$ cat src/verilog/tssc_pkg.sv
// shared constants and types for the two-speed start-up clock switch
package tssc_pkg;
  // ----------------------------------------------------------------
  // register map (byte addresses) and field layout
  // ----------------------------------------------------------------
  localparam logic [3:0] OFF_OSC_CTRL = 4'h0;
  localparam logic [3:0] OFF_CLK_STATUS = 4'h4;
  localparam int SCS_LSB = 0;
  localparam int PRIMARY_CLOCK_ACTIVE_FLAG_BIT = 3;
  localparam int IFS_LSB = 4;
  localparam logic [1:0] SCS_RST = 2'h0;
  localparam logic [2:0] IFS_RST = 3'h0;
  // ----------------------------------------------------------------
  // settle counter: periods of the primary oscillator
  // ----------------------------------------------------------------
  localparam int OST_PERIODS = 1024;
  localparam int OST_CNT_W = 10;
  // ----------------------------------------------------------------
  // clock source codes, also the system_clock_select encoding
  // ----------------------------------------------------------------
  localparam logic [1:0] SRC_PRIMARY = 2'h0;
  localparam logic [1:0] SRC_SECONDARY = 2'h1;
  localparam logic [1:0] SRC_INTERNAL = 2'h2;
  // ----------------------------------------------------------------
  // sequencer states
  // ----------------------------------------------------------------
  typedef enum logic [2:0] {
    ST_PWRT = 3'b000,
    ST_WAIT_OST = 3'b001,
    ST_INT_START = 3'b010,
    ST_SWITCH = 3'b011,
    ST_PRIMARY_RUN_MODE = 3'b100,
    ST_ALT_RUN = 3'b101,
    ST_PM_WAIT = 3'b110,
    ST_SLEEP = 3'b111
  } tssc_state_t;
endpackage : tssc_pkg

$ cat src/verilog/tssc_ost_if.sv
// link between sequencer and oscillator settle counter
`timescale 1ns/100ps
interface tssc_ost_if;
  logic start;
  logic done;
  modport ctrl (output start, input done);
  modport cnt (input start, output done);
endinterface : tssc_ost_if

$ cat src/verilog/tssc_settle_counter.sv
// oscillator settle counter: counts primary oscillator periods
`timescale 1ns/100ps
module tssc_settle_counter (
  // clock and reset
  input wire logic pclk,
  input wire logic presetn,
  // primary oscillator level, sampled on pclk
  input wire logic primary_osc_clock,
  // sequencer side
  tssc_ost_if.cnt ost
);
  logic prev_ff;
  logic active_ff;
  logic done_ff;
  logic [tssc_pkg::OST_CNT_W-1:0] count_ff;
  logic nxt_active;
  logic nxt_done;
  logic [tssc_pkg::OST_CNT_W-1:0] nxt_count;
  logic rise;

  assign rise = primary_osc_clock & ~prev_ff;
  assign ost.done = done_ff;

  // count rising edges; start restarts from zero and drops done
  always_comb
  begin
    nxt_active = active_ff;
    nxt_done = done_ff;
    nxt_count = count_ff;
    if (ost.start)
    begin
      nxt_active = 1'b1;
      nxt_done = 1'b0;
      nxt_count = '0;
    end
    else if (active_ff && rise)
    begin
      if (count_ff == tssc_pkg::OST_CNT_W'(tssc_pkg::OST_PERIODS - 1))
      begin
        nxt_active = 1'b0;
        nxt_done = 1'b1;
      end
      else
        nxt_count = count_ff + 1'b1;
    end
  end

  // state registers
  always_ff @(posedge pclk or negedge presetn)
  begin
    if (!presetn)
    begin
      prev_ff <= 1'b0;
      active_ff <= 1'b0;
      done_ff <= 1'b0;
      count_ff <= '0;
    end
    else
    begin
      prev_ff <= primary_osc_clock;
      active_ff <= nxt_active;
      done_ff <= nxt_done;
      count_ff <= nxt_count;
    end
  end

  property p_ost_count;
    @(posedge pclk) disable iff (!presetn)
    $rose(done_ff) |-> $past(count_ff) == 10'd1023 && $past(rise);
  endproperty
  a_ost_count: assert property (p_ost_count)
    else $error("settle done without 1024 periods");
endmodule : tssc_settle_counter

$ cat src/verilog/tssc_clock_switch.sv
// two-speed start-up sequencer with apb oscillator control register
`timescale 1ns/100ps
// Summary of operation
// - with enable set, run from internal rc until primary is ready
// - with enable set, each reset and sleep wake-up selects internal clock, after pwrt on por
// - settle counter expiry switches to primary run mode automatically when select is primary
// - control register clears on reset, so base rc frequency is used
// - other power modes ignore enable, keep source until primary ready
// - clock select writes and sleep accepted during two-speed start-up
// - read-only bit 3 shows primary clock active
// - settle counter counts 1024 primary periods
module tssc_clock_switch (
  // clock and reset
  input wire logic pclk,
  input wire logic presetn,
  // apb slave
  input wire logic psel,
  input wire logic penable,
  input wire logic pwrite,
  input wire logic [31:0] paddr,
  input wire logic [31:0] pwdata,
  output logic [31:0] prdata,
  output logic pready,
  output logic pslverr,
  // configuration and power events
  input wire logic two_speed_startup_enable,
  input wire logic por_reset_flag,
  input wire logic pwrt_done,
  input wire logic sleep_cmd,
  input wire logic wake_event,
  // oscillator levels, sampled on pclk
  input wire logic internal_base_rc_clock,
  input wire logic primary_osc_clock,
  // clock control outputs
  output logic [1:0] clk_src,
  output logic core_clk_run,
  output logic primary_osc_enable,
  output logic internal_postscaled_clock,
  output logic primary_run_mode
);
  tssc_pkg::tssc_state_t state_ff;
  tssc_pkg::tssc_state_t nxt_state;
  logic [1:0] scs_ff;
  logic [1:0] nxt_scs;
  logic [2:0] ifs_ff;
  logic [2:0] nxt_ifs;
  logic [31:0] prdata_ff;
  logic [31:0] nxt_prdata;
  logic [1:0] src_ff;
  logic [1:0] nxt_src;
  logic run_ff;
  logic nxt_run;
  logic osc_en_ff;
  logic nxt_osc_en;
  logic post_ff;
  logic nxt_post;
  logic primary_run_mode_ff;
  logic nxt_primary_run_mode;
  logic ost_start;
  logic sw_ok;
  logic wr_ctrl;
  logic setup_rd;
  logic mapped;
  logic primary_clock_active_flag;
  logic [1:0] scs_src;

  tssc_ost_if ost ();

  tssc_settle_counter u_settle (
    .pclk(pclk),
    .presetn(presetn),
    .primary_osc_clock(primary_osc_clock),
    .ost(ost)
  );

  // ----------------------------------------------------------------
  // apb slave: zero wait states, read data latched in setup phase
  // ----------------------------------------------------------------
  assign mapped = paddr[31:4] == 28'h000_0000 && paddr[1:0] == 2'b00
    && (paddr[3:0] == tssc_pkg::OFF_OSC_CTRL
    || paddr[3:0] == tssc_pkg::OFF_CLK_STATUS);
  assign pready = psel & penable;
  assign pslverr = psel & penable & ~mapped;
  assign prdata = prdata_ff;
  assign wr_ctrl = psel & penable & pwrite
    & (paddr == 32'(tssc_pkg::OFF_OSC_CTRL));
  assign setup_rd = psel & ~penable & ~pwrite;
  // flag is primary clocking the core
  assign primary_clock_active_flag = src_ff == tssc_pkg::SRC_PRIMARY && run_ff;

  // register writes and read mux; primary_clock_active_flag bit ignores writes
  always_comb
  begin
    nxt_scs = scs_ff;
    nxt_ifs = ifs_ff;
    nxt_prdata = prdata_ff;
    if (wr_ctrl)
    begin
      nxt_scs = pwdata[tssc_pkg::SCS_LSB +: 2];
      nxt_ifs = pwdata[tssc_pkg::IFS_LSB +: 3];
    end
    if (setup_rd)
    begin
      if (paddr == 32'(tssc_pkg::OFF_OSC_CTRL))
        nxt_prdata = {25'h000_0000, ifs_ff, primary_clock_active_flag, 1'b0, scs_ff};
      else if (paddr == 32'(tssc_pkg::OFF_CLK_STATUS))
        nxt_prdata = {26'h000_0000, run_ff, src_ff, state_ff};
      else
        nxt_prdata = 32'h0000_0000;
    end
  end

  // control fields clear on every reset
  always_ff @(posedge pclk or negedge presetn)
  begin
    if (!presetn)
    begin
      scs_ff <= tssc_pkg::SCS_RST;
      ifs_ff <= tssc_pkg::IFS_RST;
      prdata_ff <= 32'h0000_0000;
    end
    else
    begin
      scs_ff <= nxt_scs;
      ifs_ff <= nxt_ifs;
      prdata_ff <= nxt_prdata;
    end
  end

  // ----------------------------------------------------------------
  // source sequencer
  // ----------------------------------------------------------------
  // both clocks low: no pulse can be cut short by the change
  assign sw_ok = ~internal_base_rc_clock & ~primary_osc_clock;
  assign scs_src = (scs_ff == tssc_pkg::SRC_SECONDARY)
    ? tssc_pkg::SRC_SECONDARY : tssc_pkg::SRC_INTERNAL;

  // next state, source and run controls
  always_comb
  begin
    nxt_state = state_ff;
    nxt_src = src_ff;
    nxt_run = run_ff;
    nxt_osc_en = osc_en_ff;
    ost_start = 1'b0;
    case (state_ff)
      tssc_pkg::ST_PWRT:
      begin
        // internal clock chosen once pwrt expires after por
        if (pwrt_done || !por_reset_flag)
        begin
          ost_start = 1'b1;
          nxt_osc_en = 1'b1;
          // enable runs core from internal rc meanwhile
          if (two_speed_startup_enable)
          begin
            nxt_state = tssc_pkg::ST_INT_START;
            nxt_src = tssc_pkg::SRC_INTERNAL;
            nxt_run = 1'b1;
          end
          else
            nxt_state = tssc_pkg::ST_WAIT_OST;
        end
      end
      tssc_pkg::ST_WAIT_OST:
      begin
        if (ost.done)
        begin
          nxt_state = tssc_pkg::ST_PRIMARY_RUN_MODE;
          nxt_src = tssc_pkg::SRC_PRIMARY;
          nxt_run = 1'b1;
        end
      end
      tssc_pkg::ST_INT_START:
      begin
        // select changes and sleep honoured before expiry
        nxt_src = scs_src;
        if (sleep_cmd)
          nxt_state = tssc_pkg::ST_SLEEP;
        else if (ost.done)
          nxt_state = (scs_ff == tssc_pkg::SRC_PRIMARY)
            ? tssc_pkg::ST_SWITCH : tssc_pkg::ST_ALT_RUN;
      end
      tssc_pkg::ST_SWITCH:
      begin
        // change source only in common low phase
        if (sw_ok)
        begin
          nxt_state = tssc_pkg::ST_PRIMARY_RUN_MODE;
          nxt_src = tssc_pkg::SRC_PRIMARY;
        end
      end
      tssc_pkg::ST_PRIMARY_RUN_MODE:
      begin
        if (sleep_cmd)
          nxt_state = tssc_pkg::ST_SLEEP;
        else if (scs_ff != tssc_pkg::SRC_PRIMARY)
        begin
          nxt_state = tssc_pkg::ST_ALT_RUN;
          nxt_src = scs_src;
        end
      end
      tssc_pkg::ST_ALT_RUN:
      begin
        nxt_src = scs_src;
        if (sleep_cmd)
          nxt_state = tssc_pkg::ST_SLEEP;
        else if (scs_ff == tssc_pkg::SRC_PRIMARY)
        begin
          // enable ignored; hold source until primary settles
          nxt_src = src_ff;
          ost_start = 1'b1;
          nxt_state = tssc_pkg::ST_PM_WAIT;
        end
      end
      tssc_pkg::ST_PM_WAIT:
      begin
        if (sleep_cmd)
          nxt_state = tssc_pkg::ST_SLEEP;
        else if (ost.done)
          nxt_state = tssc_pkg::ST_SWITCH;
      end
      tssc_pkg::ST_SLEEP:
      begin
        nxt_run = 1'b0;
        nxt_osc_en = 1'b0;
        if (wake_event)
        begin
          ost_start = 1'b1;
          nxt_osc_en = 1'b1;
          // wake-up with enable restarts on internal clock
          if (two_speed_startup_enable)
          begin
            nxt_state = tssc_pkg::ST_INT_START;
            nxt_src = tssc_pkg::SRC_INTERNAL;
            nxt_run = 1'b1;
          end
          else
          begin
            nxt_state = tssc_pkg::ST_WAIT_OST;
            nxt_src = tssc_pkg::SRC_PRIMARY;
          end
        end
      end
      default:
        nxt_state = tssc_pkg::ST_PWRT;
    endcase
    // postscaled internal clock only once select is written
    nxt_post = nxt_src == tssc_pkg::SRC_INTERNAL && nxt_ifs != 3'h0;
    nxt_primary_run_mode = nxt_state == tssc_pkg::ST_PRIMARY_RUN_MODE;
  end

  assign ost.start = ost_start;

  // sequencer registers; core clock held until pwrt or settle
  always_ff @(posedge pclk or negedge presetn)
  begin
    if (!presetn)
    begin
      state_ff <= tssc_pkg::ST_PWRT;
      src_ff <= tssc_pkg::SRC_INTERNAL;
      run_ff <= 1'b0;
      osc_en_ff <= 1'b0;
      post_ff <= 1'b0;
      primary_run_mode_ff <= 1'b0;
    end
    else
    begin
      state_ff <= nxt_state;
      src_ff <= nxt_src;
      run_ff <= nxt_run;
      osc_en_ff <= nxt_osc_en;
      post_ff <= nxt_post;
      primary_run_mode_ff <= nxt_primary_run_mode;
    end
  end

  assign clk_src = src_ff;
  assign core_clk_run = run_ff;
  assign primary_osc_enable = osc_en_ff;
  assign internal_postscaled_clock = post_ff;
  assign primary_run_mode = primary_run_mode_ff;

  // ----------------------------------------------------------------
  // assertions
  // ----------------------------------------------------------------
  property p_int_start;
    @(posedge pclk) disable iff (!presetn)
    state_ff == tssc_pkg::ST_INT_START |-> run_ff
      && src_ff != tssc_pkg::SRC_PRIMARY;
  endproperty
  a_int_start: assert property (p_int_start)
    else $error("start-up not on internal clock");

  property p_wake_int;
    @(posedge pclk) disable iff (!presetn)
    state_ff == tssc_pkg::ST_SLEEP && wake_event
      && two_speed_startup_enable |=> src_ff == tssc_pkg::SRC_INTERNAL
      && run_ff ##1 !ost.done;
  endproperty
  a_wake_int: assert property (p_wake_int)
    else $error("wake-up did not select internal clock");

  property p_auto_switch;
    @(posedge pclk) disable iff (!presetn)
    state_ff == tssc_pkg::ST_INT_START && ost.done && !sleep_cmd
      && scs_ff == tssc_pkg::SRC_PRIMARY
      |=> state_ff == tssc_pkg::ST_SWITCH;
  endproperty
  a_auto_switch: assert property (p_auto_switch)
    else $error("counter expiry did not start hand-over");

  // hand-over waits for the common low phase, then completes at once
  property p_switch_done;
    @(posedge pclk) disable iff (!presetn)
    state_ff == tssc_pkg::ST_SWITCH && sw_ok
      |=> primary_run_mode && src_ff == tssc_pkg::SRC_PRIMARY;
  endproperty
  a_switch_done: assert property (p_switch_done)
    else $error("no hand-over to primary run mode");

  property p_base_freq;
    @(posedge pclk) disable iff (!presetn)
    ifs_ff == 3'h0 && !wr_ctrl |=> !post_ff;
  endproperty
  a_base_freq: assert property (p_base_freq)
    else $error("postscaler used while select is clear");

  property p_pm_hold;
    @(posedge pclk) disable iff (!presetn)
    state_ff == tssc_pkg::ST_PM_WAIT && !ost.done |=> $stable(src_ff);
  endproperty
  a_pm_hold: assert property (p_pm_hold)
    else $error("source changed before primary ready");

  property p_sleep_accept;
    @(posedge pclk) disable iff (!presetn)
    state_ff == tssc_pkg::ST_INT_START && sleep_cmd
      |=> state_ff == tssc_pkg::ST_SLEEP ##1 !core_clk_run;
  endproperty
  a_sleep_accept: assert property (p_sleep_accept)
    else $error("sleep refused during start-up");

  property p_primary_clock_active_flag_read;
    @(posedge pclk) disable iff (!presetn)
    setup_rd && paddr == 32'h0000_0000
      |=> prdata[3] == $past(primary_clock_active_flag);
  endproperty
  a_primary_clock_active_flag_read: assert property (p_primary_clock_active_flag_read)
    else $error("status flag read wrong");

  property p_glitchless;
    @(posedge pclk) disable iff (!presetn)
    $changed(src_ff) && src_ff == tssc_pkg::SRC_PRIMARY && run_ff
      && $past(run_ff) |-> $past(sw_ok);
  endproperty
  a_glitchless: assert property (p_glitchless)
    else $error("switch outside common low phase");
endmodule : tssc_clock_switch

$ cat config.mk
export PLATFORM = sky130hd
export DESIGN_NAME = tssc_clock_switch
export DESIGN_NICKNAME = d
export VERILOG_FILES = /design/src/verilog/tssc_pkg.sv /design/src/verilog/tssc_ost_if.sv /design/src/verilog/tssc_settle_counter.sv /design/src/verilog/tssc_clock_switch.sv
export SDC_FILE = /design/constraint.sdc
export NUM_CORES = 1
export LEC_CHECK = 0
export ABC_CLOCK_PERIOD_IN_PS = 1800
export BUFFER_PORTS_ARGS = -buffer_cell sky130_fd_sc_hd__buf_2
export CORE_MARGIN = 2
export CORE_UTILIZATION = 35
export DETAILED_ROUTE_END_ITERATION = 10
export PLACE_DENSITY = 0.7
export RECOVER_POWER = 25
export SLEW_MARGIN = 5
export SYNTH_ARGS = -nofsm -noshare
export SYNTH_HDL_FRONTEND = slang
export SYNTH_SLANG_ARGS = --single-unit
$ cat constraint.sdc
create_clock -name pclk -period 1.8 [get_ports pclk]
set_input_delay 0 -clock pclk [delete_from_list [all_inputs] [get_ports pclk]]
set_output_delay 0 -clock pclk [all_outputs]
set_load 0.05 [all_outputs]
# After elaboration in Yosys (flattened, before gate mapping)
# Index checks and enable logic that the tools add are counted.
# totals
register_bits	59
input_bits	76
output_inout_bits	40
# classes
n_addsub	1
eq_ne	17
muxes	52
bitwise	14
reduce_logical	25
# ops
cell	count
3-bit two-way mux	14
32-bit by 3-bit == test with 1-bit output (second input constant)	1
32-bit zero test	1
10-bit two-way mux	3
28-bit zero test	1
2-bit two-way mux	12
3-bit one-hot mux with 8 select lines	1
1-bit two-way mux	16
3-bit == test (second input constant)	5
2-bit one-hot mux with 7 select lines	1
10-bit by 1-bit adder with 10-bit output (second input constant)	1
10-bit == test (second input constant)	1
1-bit AND	8
2-bit nonzero test	4
7-bit two-way mux	1
3-bit by 2-bit == test with 1-bit output (second input constant)	2
2-bit zero test	3
6-bit two-way mux	1
2-bit != test (second input constant)	3
1-bit inverter	6
1-bit one-hot mux with 3 select lines	2
2-bit AND reduction	3
3-bit nonzero test	2
1-bit logical AND	5
other kinds (11)	12

# Longest topological paths before layout
# Gate-level depths: netlist of run 1.
# depth
ltp_word	7
mapped_depth	7
mapped_depth_nobuf	6

# Modules after synthesis
# Synthesis of run 1 repeated with hierarchy kept, for this count alone.
# unflattened
cells_unflattened	232
area_unflattened_um2	2214.6
# modules_own_cells
mod	instances	cells_per_inst	area_each_um2	seq_area_each_um2
tssc_clock_switch	1	165	1519.0	526.8
tssc_settle_counter	1	67	695.7	325.3

# Least setup slack after synthesis of run 1
# OpenSTA, ideal clock, no wires.
# synth_timing
kind	reg-to-reg
start	register u_settle.count_ff[0] in the netlist's numbering
end	register u_settle.count_ff[7] in the netlist's numbering
t_arrival_ps	1786
required_ps	1727
setup_slack_ps	-59
stages_incl_launch_ff	8
path_cell_list	dfrtp_1 -> ha_1 -> and3_1 -> buf_6 -> a41oi_4 -> nand3_2 -> or3_1 -> a21oi_2
# synth_via
elab_chain_len	4
elab_cells_between_ends	7
classes_between	1 x add/sub; 2 x eq/ne; 3 x mux; 1 x reduce/logical
# synth_lines
element	line	rtl
start: declaration	tssc_settle_counter.sv:15	logic [tssc_pkg::OST_CNT_W-1:0] count_ff;
start signal: assignment	tssc_settle_counter.sv:63	count_ff <= nxt_count;
10-bit by 1-bit adder with 10-bit output	tssc_settle_counter.sv:44	nxt_count = count_ff + 1'b1;
10-bit two-way mux	tssc_settle_counter.sv:38	if (count_ff == tssc_pkg::OST_CNT_W'(tssc_pkg::OST_PERIODS - 1))
10-bit two-way mux	tssc_settle_counter.sv:36	else if (active_ff && rise)
10-bit two-way mux	tssc_settle_counter.sv:30	if (ost.start)
# Parallel ways exist; a longest one is shown, timed or not. The select of a mux whose other input is x is not followed.
# A chain may end at the register's enable or synchronous reset.

# Worst setup path after layout of run 1
# Same ends and word-level chain as after synthesis.

==> results of run 1 <==
==> cells by family after synthesis <==
kind of cell,Yosys count,synth area share [%]
AOI/OAI and AO/OA,50,17.2
adders and majority gates,1,0.582
and+or+nand+nor,82,20.1
xor gates and xnor gates,7,2.85
DFF,34,39.6
other,1,0.174
buffers and inverters,39,11.8
muxes,15,7.68
==> placed cells by master (no fill, tap or decap), types with 2 or more instances in the layout <==
cell            n
nor3_1          7
o22ai_1         2
clkbuf_1       13
a32o_1          2
a22o_1          5
nand2b_1        5
dlygate4sd3_1   7
nor4_1          8
buf_2          49
nand2_1        12
dfrtp_1        32
a211oi_1        2
and3_1          4
mux2i_1         3
clkbuf_8        5
o21a_1          3
nand4_1         5
a21oi_1        11
nor2b_1         4
buf_4          15
mux2_2         12
nor2_1         23
clkinv_2        2
nand3_1         5
o21ai_0        10
o221ai_1        2
inv_1           5
conb_1         25
or3_1           2
xor2_1          6
==> stage by stage <==
step / cells / hold slack, ps
global placement: 372 / 115
global route: 386 / 28.8
finish: 386 / 32.9
floorplan: 253 / -296
CTS: 386 / 22.7
detailed placement: 372 / 128
==> worst min-delay path, cell delays in order <==
cell	delay, ps
buf_2	150
nand2_1	70
a21oi_1	50
==> worst max-delay path by stage <==
stage | start | to | depth (start not counted)
2_1_floorplan | u_settle.count_ff[0] | u_settle.count_ff[7] | 7
3_3_place_gp | state_ff[0] | internal_postscaled_clock | 6
3_5_place_dp | state_ff[0] | internal_postscaled_clock | 5
4_1_cts | state_ff[0] | internal_postscaled_clock | 5
5_1_grt | state_ff[2] | u_settle.active_ff | 6
6_report | u_settle.count_ff[0] | u_settle.count_ff[7] | 6
==> layout make-up <==
| type | count | area, um^2 | share of cell area [%] |
|---|---|---|---|
| clock buffers | 5 | 68.8 | 2.59 |
| multi-input cells | 180 | 1130 | 42.6 |
| well taps | 75 | 93.8 | 3.53 |
| flip-flops and latches | 34 | 853 | 32.1 |
| inverters | 5 | 18.8 | 0.705 |
| clock inverters | 2 | 10.0 | 0.376 |
| repair buffers | 85 | 482 | 18.1 |
==> repair_timing <==
action,in CTS,in global routing
hold endpoints to repair,39,0
hold buffers,7,0
resized for setup,0,1
buffers inserted,0,0
endpoints found under the setup margin,0,1
==> routing by layer <==
| layer | share of wire [%] | GRT usage (%) | up-vias |
|---|---|---|---|
| li1 | - | - | 944 |
| met1 | 43 | 21.1 | 915 |
| met2 | 52 | 29.3 | 51 |
| met3 | 4.0 | 4.02 | 7 |
| met4 | 1.1 | 4.67 | 0 |
| met5 | 0 | 0 | - |
==> state kept, by name, summed over array words and instances, names as in the netlist <==
| signal | count |
|---|---|
| internal_postscaled_clock | 1 |
| ifs_ff | 3 |
| u_settle.active_ff | 1 |
| prdata | 7 |
| primary_run_mode | 1 |
| u_settle.ost.done | 1 |
| clk_src | 2 |
| state_ff | 3 |
| primary_osc_enable | 1 |
| u_settle.prev_ff | 1 |
| u_settle.count_ff | 10 |
| core_clk_run | 1 |
| scs_ff | 2 |
==> power by group through the flow <==
stage                     clock (W)  combinational [W]  sequential (W)
after floorplan                   0           0.000915         0.00113
after global routing       0.000603            0.00147         0.00112
after global placement            0            0.00131         0.00110
final                      0.000534            0.00134         0.00109
after detailed placement          0            0.00134         0.00110
after CTS                  0.000553            0.00135         0.00108
==> summary.md, run 1 <==
| Metric | Value |
|---|---|
| Outcome | finished, final reports clean |
| Hold/Removal Path Class | input port to flip-flop |
| Worst setup SP type | flip-flop |
| Cell Pwr Density | 1110 nW/um^2 |
| Post-DP Area | 2530 um^2 |
| Inserted Clock Buffers | 5 |
| Hold path depth | 3 |
| First-pass GRT wire length | 8850 um |
| Ys async rst share | 100% |
| Vias per inst | 4.97 |
| # H-tree levels | 2 |
| Post-Synthesis Cells | 229 |
| Core area | 5920 um^2 |
| Dpl ws | 115 ps |
| Hold worst-path end | core_clk_run |
| Leak | 1.26 nW |
| CP Max Fanout | 4 |
| Hold Violations, Final | 0 |
| Die ar. | 6780 um^2 |
| Most frequent cell after synthesis | dfrtp_1 |
| Fin area | 2660 um^2 |
| Die height | 82.4 um |
| Sw Share | 43.2% |
| Achievable Freq | 600 MHz |
| Area contributors post-synth | dfrtp_1 38%, buf_4 8.7%, mux2_2 6.3% |
| Combinational power share | 45.2% |
| Post-synth EDFFs | 0 |
| Synth Flop Type | dfrtp_1 |
| Max incr delay on CP | 410 ps |
| Max-slew violations | 0 |
| Post-synthesis register bit count | 34 |
| Clock share of power | 18.0% |
| Setup WS post-layout | 133 ps |
| Buffers on Ports | 63 |
| Sw power | 0.00128 W |
| Max-Cap Viols | 0 |
| Required @ worst endpoint | 2010 ps |
| Sequential area share after synthesis | 39.6% |
| Int Pwr | 0.00168 W |
| R2R depth | 6 |
| Yosys top cell by area | dfrtp_1 |
| Worst EP arrival | 1880 ps |
| DRT Pass-1 Iters | 4 |
| # fillers | 583 |
| Slowest-stage cell, CP | dfrtp_1 |
| Post-DR wirelength/cell | 13.3 um |
| Syn Area/Cell | 9.39 um^2 |
| Number of global-route vias before repair | 1911 |
| Share of layout cells above drive strength 1 | 29.3% |
| R2R Setup Slk | 130 ps |
| Worst Tran Pin Value | 842 ps |
| Clock Latency Late Sink | 280 ps |
| Crit end category | flip-flop |
| Most frequent cells after synthesis | 33 x dfrtp_1, 25 x buf_4, 23 x nor2_1 |
| Synth Warn # | 0 |
| Final setup fails | 0 |
| Reg-to-reg endpoint | u_settle.count_ff[7] |
| DR iter-0 viols | 80 |
| Hold Path Origin | wake_event |
| Worst vdd ir | 0.000783 V |
| Post-route ant nets | 0 |
| Post-DP HPWL | 3850 um |
| Row cnt | 28 |
| Tot GR Track Use | 17.0% |
| Area grow syn2layout | 23.8% |
| Top Ports | 116 |
| Setup Skew | 6.72 ps |
| DRC | 0 |
| RSZ-0062 raised after global routing | false |
| Clk Tree Root Cell | clkbuf_8 |
| Grt ovf | 0 |
| Largest net degree at the start of global routing | 35 |
| Clock Pin Slew Worst Setup and Hold Paths | 70 ps |
| CP Buf/Inv Count | 0 |
| Post-synth top area share | 38.4% |
| Vias | 1917 |
| Setup TNS | 0 ps |
| CTS Buffer Depth | 2 |
| Syn Std Cell Area | 2150 um^2 |
| Starting Density | 36.3% |
| Nets | 388 |
| Fin crit share | 92.6% |
| CTS Sinks | 34 |
| CP Class | flip-flop to flip-flop |
| Reg2reg start | u_settle.count_ff[0] |
| Routed WL | 5150 um |
| Final Util | 44.9% |
| Final Total Pwr | 0.00296 W |
| Minimum clock period | 1670 ps |
| CTS tree | done |
| Seq pwr share | 36.8% |
| Worst path cell trace | ha_1, and3_1, a41oi_4, nand3_2, or3_1, a21oi_2 |
| Synth unique cells | 52 |
| Initial antenna violation count | 0 |
| GP Congestion | 0.834 |
| Crit-path leading delay family | simple AND/OR/NAND/NOR gates |
| Chip width | 82.4 um |
| Slew HR | 43.9% |
| ANT cells | 0 |
Power figures use the tool's default switching activity.
==> inputs of run 2 (changes only) <==
--- a/config.mk
+++ b/config.mk
@@ -8,9 +8,9 @@
 export ABC_CLOCK_PERIOD_IN_PS = 1800
 export BUFFER_PORTS_ARGS = -buffer_cell sky130_fd_sc_hd__buf_2
 export CORE_MARGIN = 2
-export CORE_UTILIZATION = 35
+export CORE_UTILIZATION = 41
 export DETAILED_ROUTE_END_ITERATION = 10
-export PLACE_DENSITY = 0.7
+export PLACE_DENSITY = 0.79
 export RECOVER_POWER = 25
 export SLEW_MARGIN = 5
 export SYNTH_ARGS = -nofsm -noshare
==> run 2 against run 1 <==
Against the previous run:
- worst setup slack got worse by 20 ps
- total power is 1.8% higher
- first-iteration DRC count up 33%
- non-clock buffer count did not move
- cell area up 0.89%
- critical endpoint is now u_settle.count_ff[9]
==> summary.md, run 2 (synthesis results as in run 1) <==
| Metric | Value |
|---|---|
| Hold/Removal Path Class | input port to flip-flop |
| Hold Violations, Final | 0 |
| Grt ovf | 0 |
| Final setup fails | 0 |
| Leak | 1.30 nW |
| Clock Latency Late Sink | 290 ps |
| Clk Tree Root Cell | clkbuf_8 |
| Max reg flops | 10 |
| Tot GR Track Use | 17.6% |
| Metal3 WL | 234 um |
| Top Ports | 116 |
| Most frequent cells in the layout | 58 x buf_2, 31 x dfrtp_1, 25 x conb_1, 23 x nor2_1, 15 x buf_4 |
| Max-slew violations | 0 |
| DRC | 0 |
| Chip width | 76.4 um |
| Slew HR | 46.3% |
| Required @ worst endpoint | 2020 ps |
| Die ar. | 5840 um^2 |
| Share of layout cells above drive strength 1 | 33.0% |
| Worst setup SP type | flip-flop |
| Hold path depth | 3 |
| Fin area | 2690 um^2 |
| Biggest register | u_settle.count_ff |
| CTS Buffer Depth | 2 |
| CP Max Fanout | 4 |
| DR iter-0 viols | 106 |
| ANT cells | 0 |
| Sequential cell area | 855 um^2 |
| DRT Pass-1 Iters | 4 |
| Buffers on Ports | 63 |
| GP Congestion | 0.898 |
| WL met2 | 2540 um |
| CTS Sinks | 34 |
| # H-tree levels | 2 |
| R2R Setup Slk | 110 ps |
| Commonest non-fill, non-tap cell in the layout | buf_2 |
| Reg2reg start | u_settle.count_ff[1] |
| Largest net degree at the start of global routing | 35 |
| Die height | 76.4 um |
| Worst EP arrival | 1900 ps |
| CP Class | flip-flop to flip-flop |
| Worst vdd ir | 0.000453 V |
| Met1 wire length | 2100 um |
| R2R depth | 6 |
| Minimum clock period | 1690 ps |
| Clock Pin Slew Worst Setup and Hold Paths | 70 ps |
| Setup Skew | 6.13 ps |
| Number of global-route vias before repair | 1797 |
| Core area | 5070 um^2 |
| Initial antenna violation count | 0 |
| Starting Density | 42.4% |
| Reg-to-reg endpoint | u_settle.count_ff[9] |
| Inserted Clock Buffers | 5 |
| Routed WL | 4900 um |
| # fillers | 490 |
| Row cnt | 26 |
| Post-DP Area | 2510 um^2 |
| Worst Tran Pin Value | 805 ps |
| Max layer used | met4 |
| Fin crit share | 93.7% |
| Post-DP HPWL | 3700 um |
| Crit end category | flip-flop |
| RSZ-0062 raised after global routing | false |
| Area grow syn2layout | 24.9% |
| Nets | 388 |
| Max-Cap Viols | 0 |
| Footprint of the multi-input gates | 1140 um^2 |
| Achievable Freq | 593 MHz |
| Outcome | finished, final reports clean |
| Hold worst-path end | core_clk_run |
| Post-route ant nets | 0 |
| CTS tree | done |
| Hold Path Origin | two_speed_startup_enable |
| Cell Pwr Density | 1120 nW/um^2 |
| Vias per inst | 5.04 |
| First-pass GRT wire length | 8340 um |
| Vias | 1924 |
| Setup TNS | 0 ps |
| Post-DR wirelength/cell | 12.8 um |
## run 2: worst max-delay path by stage
stage                                end                  from  cells past startpoint
6_report            u_settle.count_ff[9]  u_settle.count_ff[1]                      6
5_1_grt        internal_postscaled_clock           state_ff[0]                      6
4_1_cts             u_settle.count_ff[9]  u_settle.count_ff[0]                      6
3_5_place_dp        u_settle.count_ff[9]  u_settle.count_ff[0]                      6
3_3_place_gp   internal_postscaled_clock           state_ff[0]                      6
2_1_floorplan       u_settle.count_ff[7]  u_settle.count_ff[0]                      7
## run 2: where the power goes
| part | switching, W | internal, W |
|---|---|---|
| Clock | 0.000280 | 0.000307 |
| Sequential | 0.000186 | 0.000892 |
| Combinational | 0.000809 | 0.000542 |
## run 2: cell type report
class                           instances  share of cell area (%)
Sequential cell                        34                    31.8
Multi-Input combinational cell        180                    42.3
Clock buffer                            6                    3.08
Timing Repair Buffer                   85                    18.4
Clock inverter                          2                   0.466
Inverter                                5                   0.699
Tap cell                               70                    3.26
## run 2: layer usage
layer / vias to the layer above / global-route usage [%]
met5: - / 0
met4: 0 / 4.55
met3: 2 / 5.92
met2: 44 / 29.7
met1: 931 / 21.5
li1: 947 / -
## run 2: worst max-delay path, cell delays in order (launching register included)
cell and delay, ps:
dfrtp_1 390, ha_1 200, and3_2 250, a41oi_4 170
nand3_2 130, or3_1 330, a21oi_1 140
## run 2: through the flow
stage | cells | hold slack, ps | utilization (%) | total power (W) | worst slack (ps)
global route | 382 | 36.1 | 52.9 | 0.00324 | 2.00
CTS | 381 | 5.14 | 52.8 | 0.00303 | 54.0
global placement | 366 | 104 | 49.5 | 0.00239 | 163
floorplan | 253 | -296 | - | 0.00204 | 25.4
detailed placement | 366 | 110 | 49.5 | 0.00241 | 85.2
finish | 382 | 17.5 | 52.9 | 0.00302 | 113
## run 2: repair_timing
item	CTS	global route
setup buffers	0	1
hold endpoints to repair	39	0
hold buffers	7	0
resized for setup	0	3
endpoints found under the setup margin	0	13
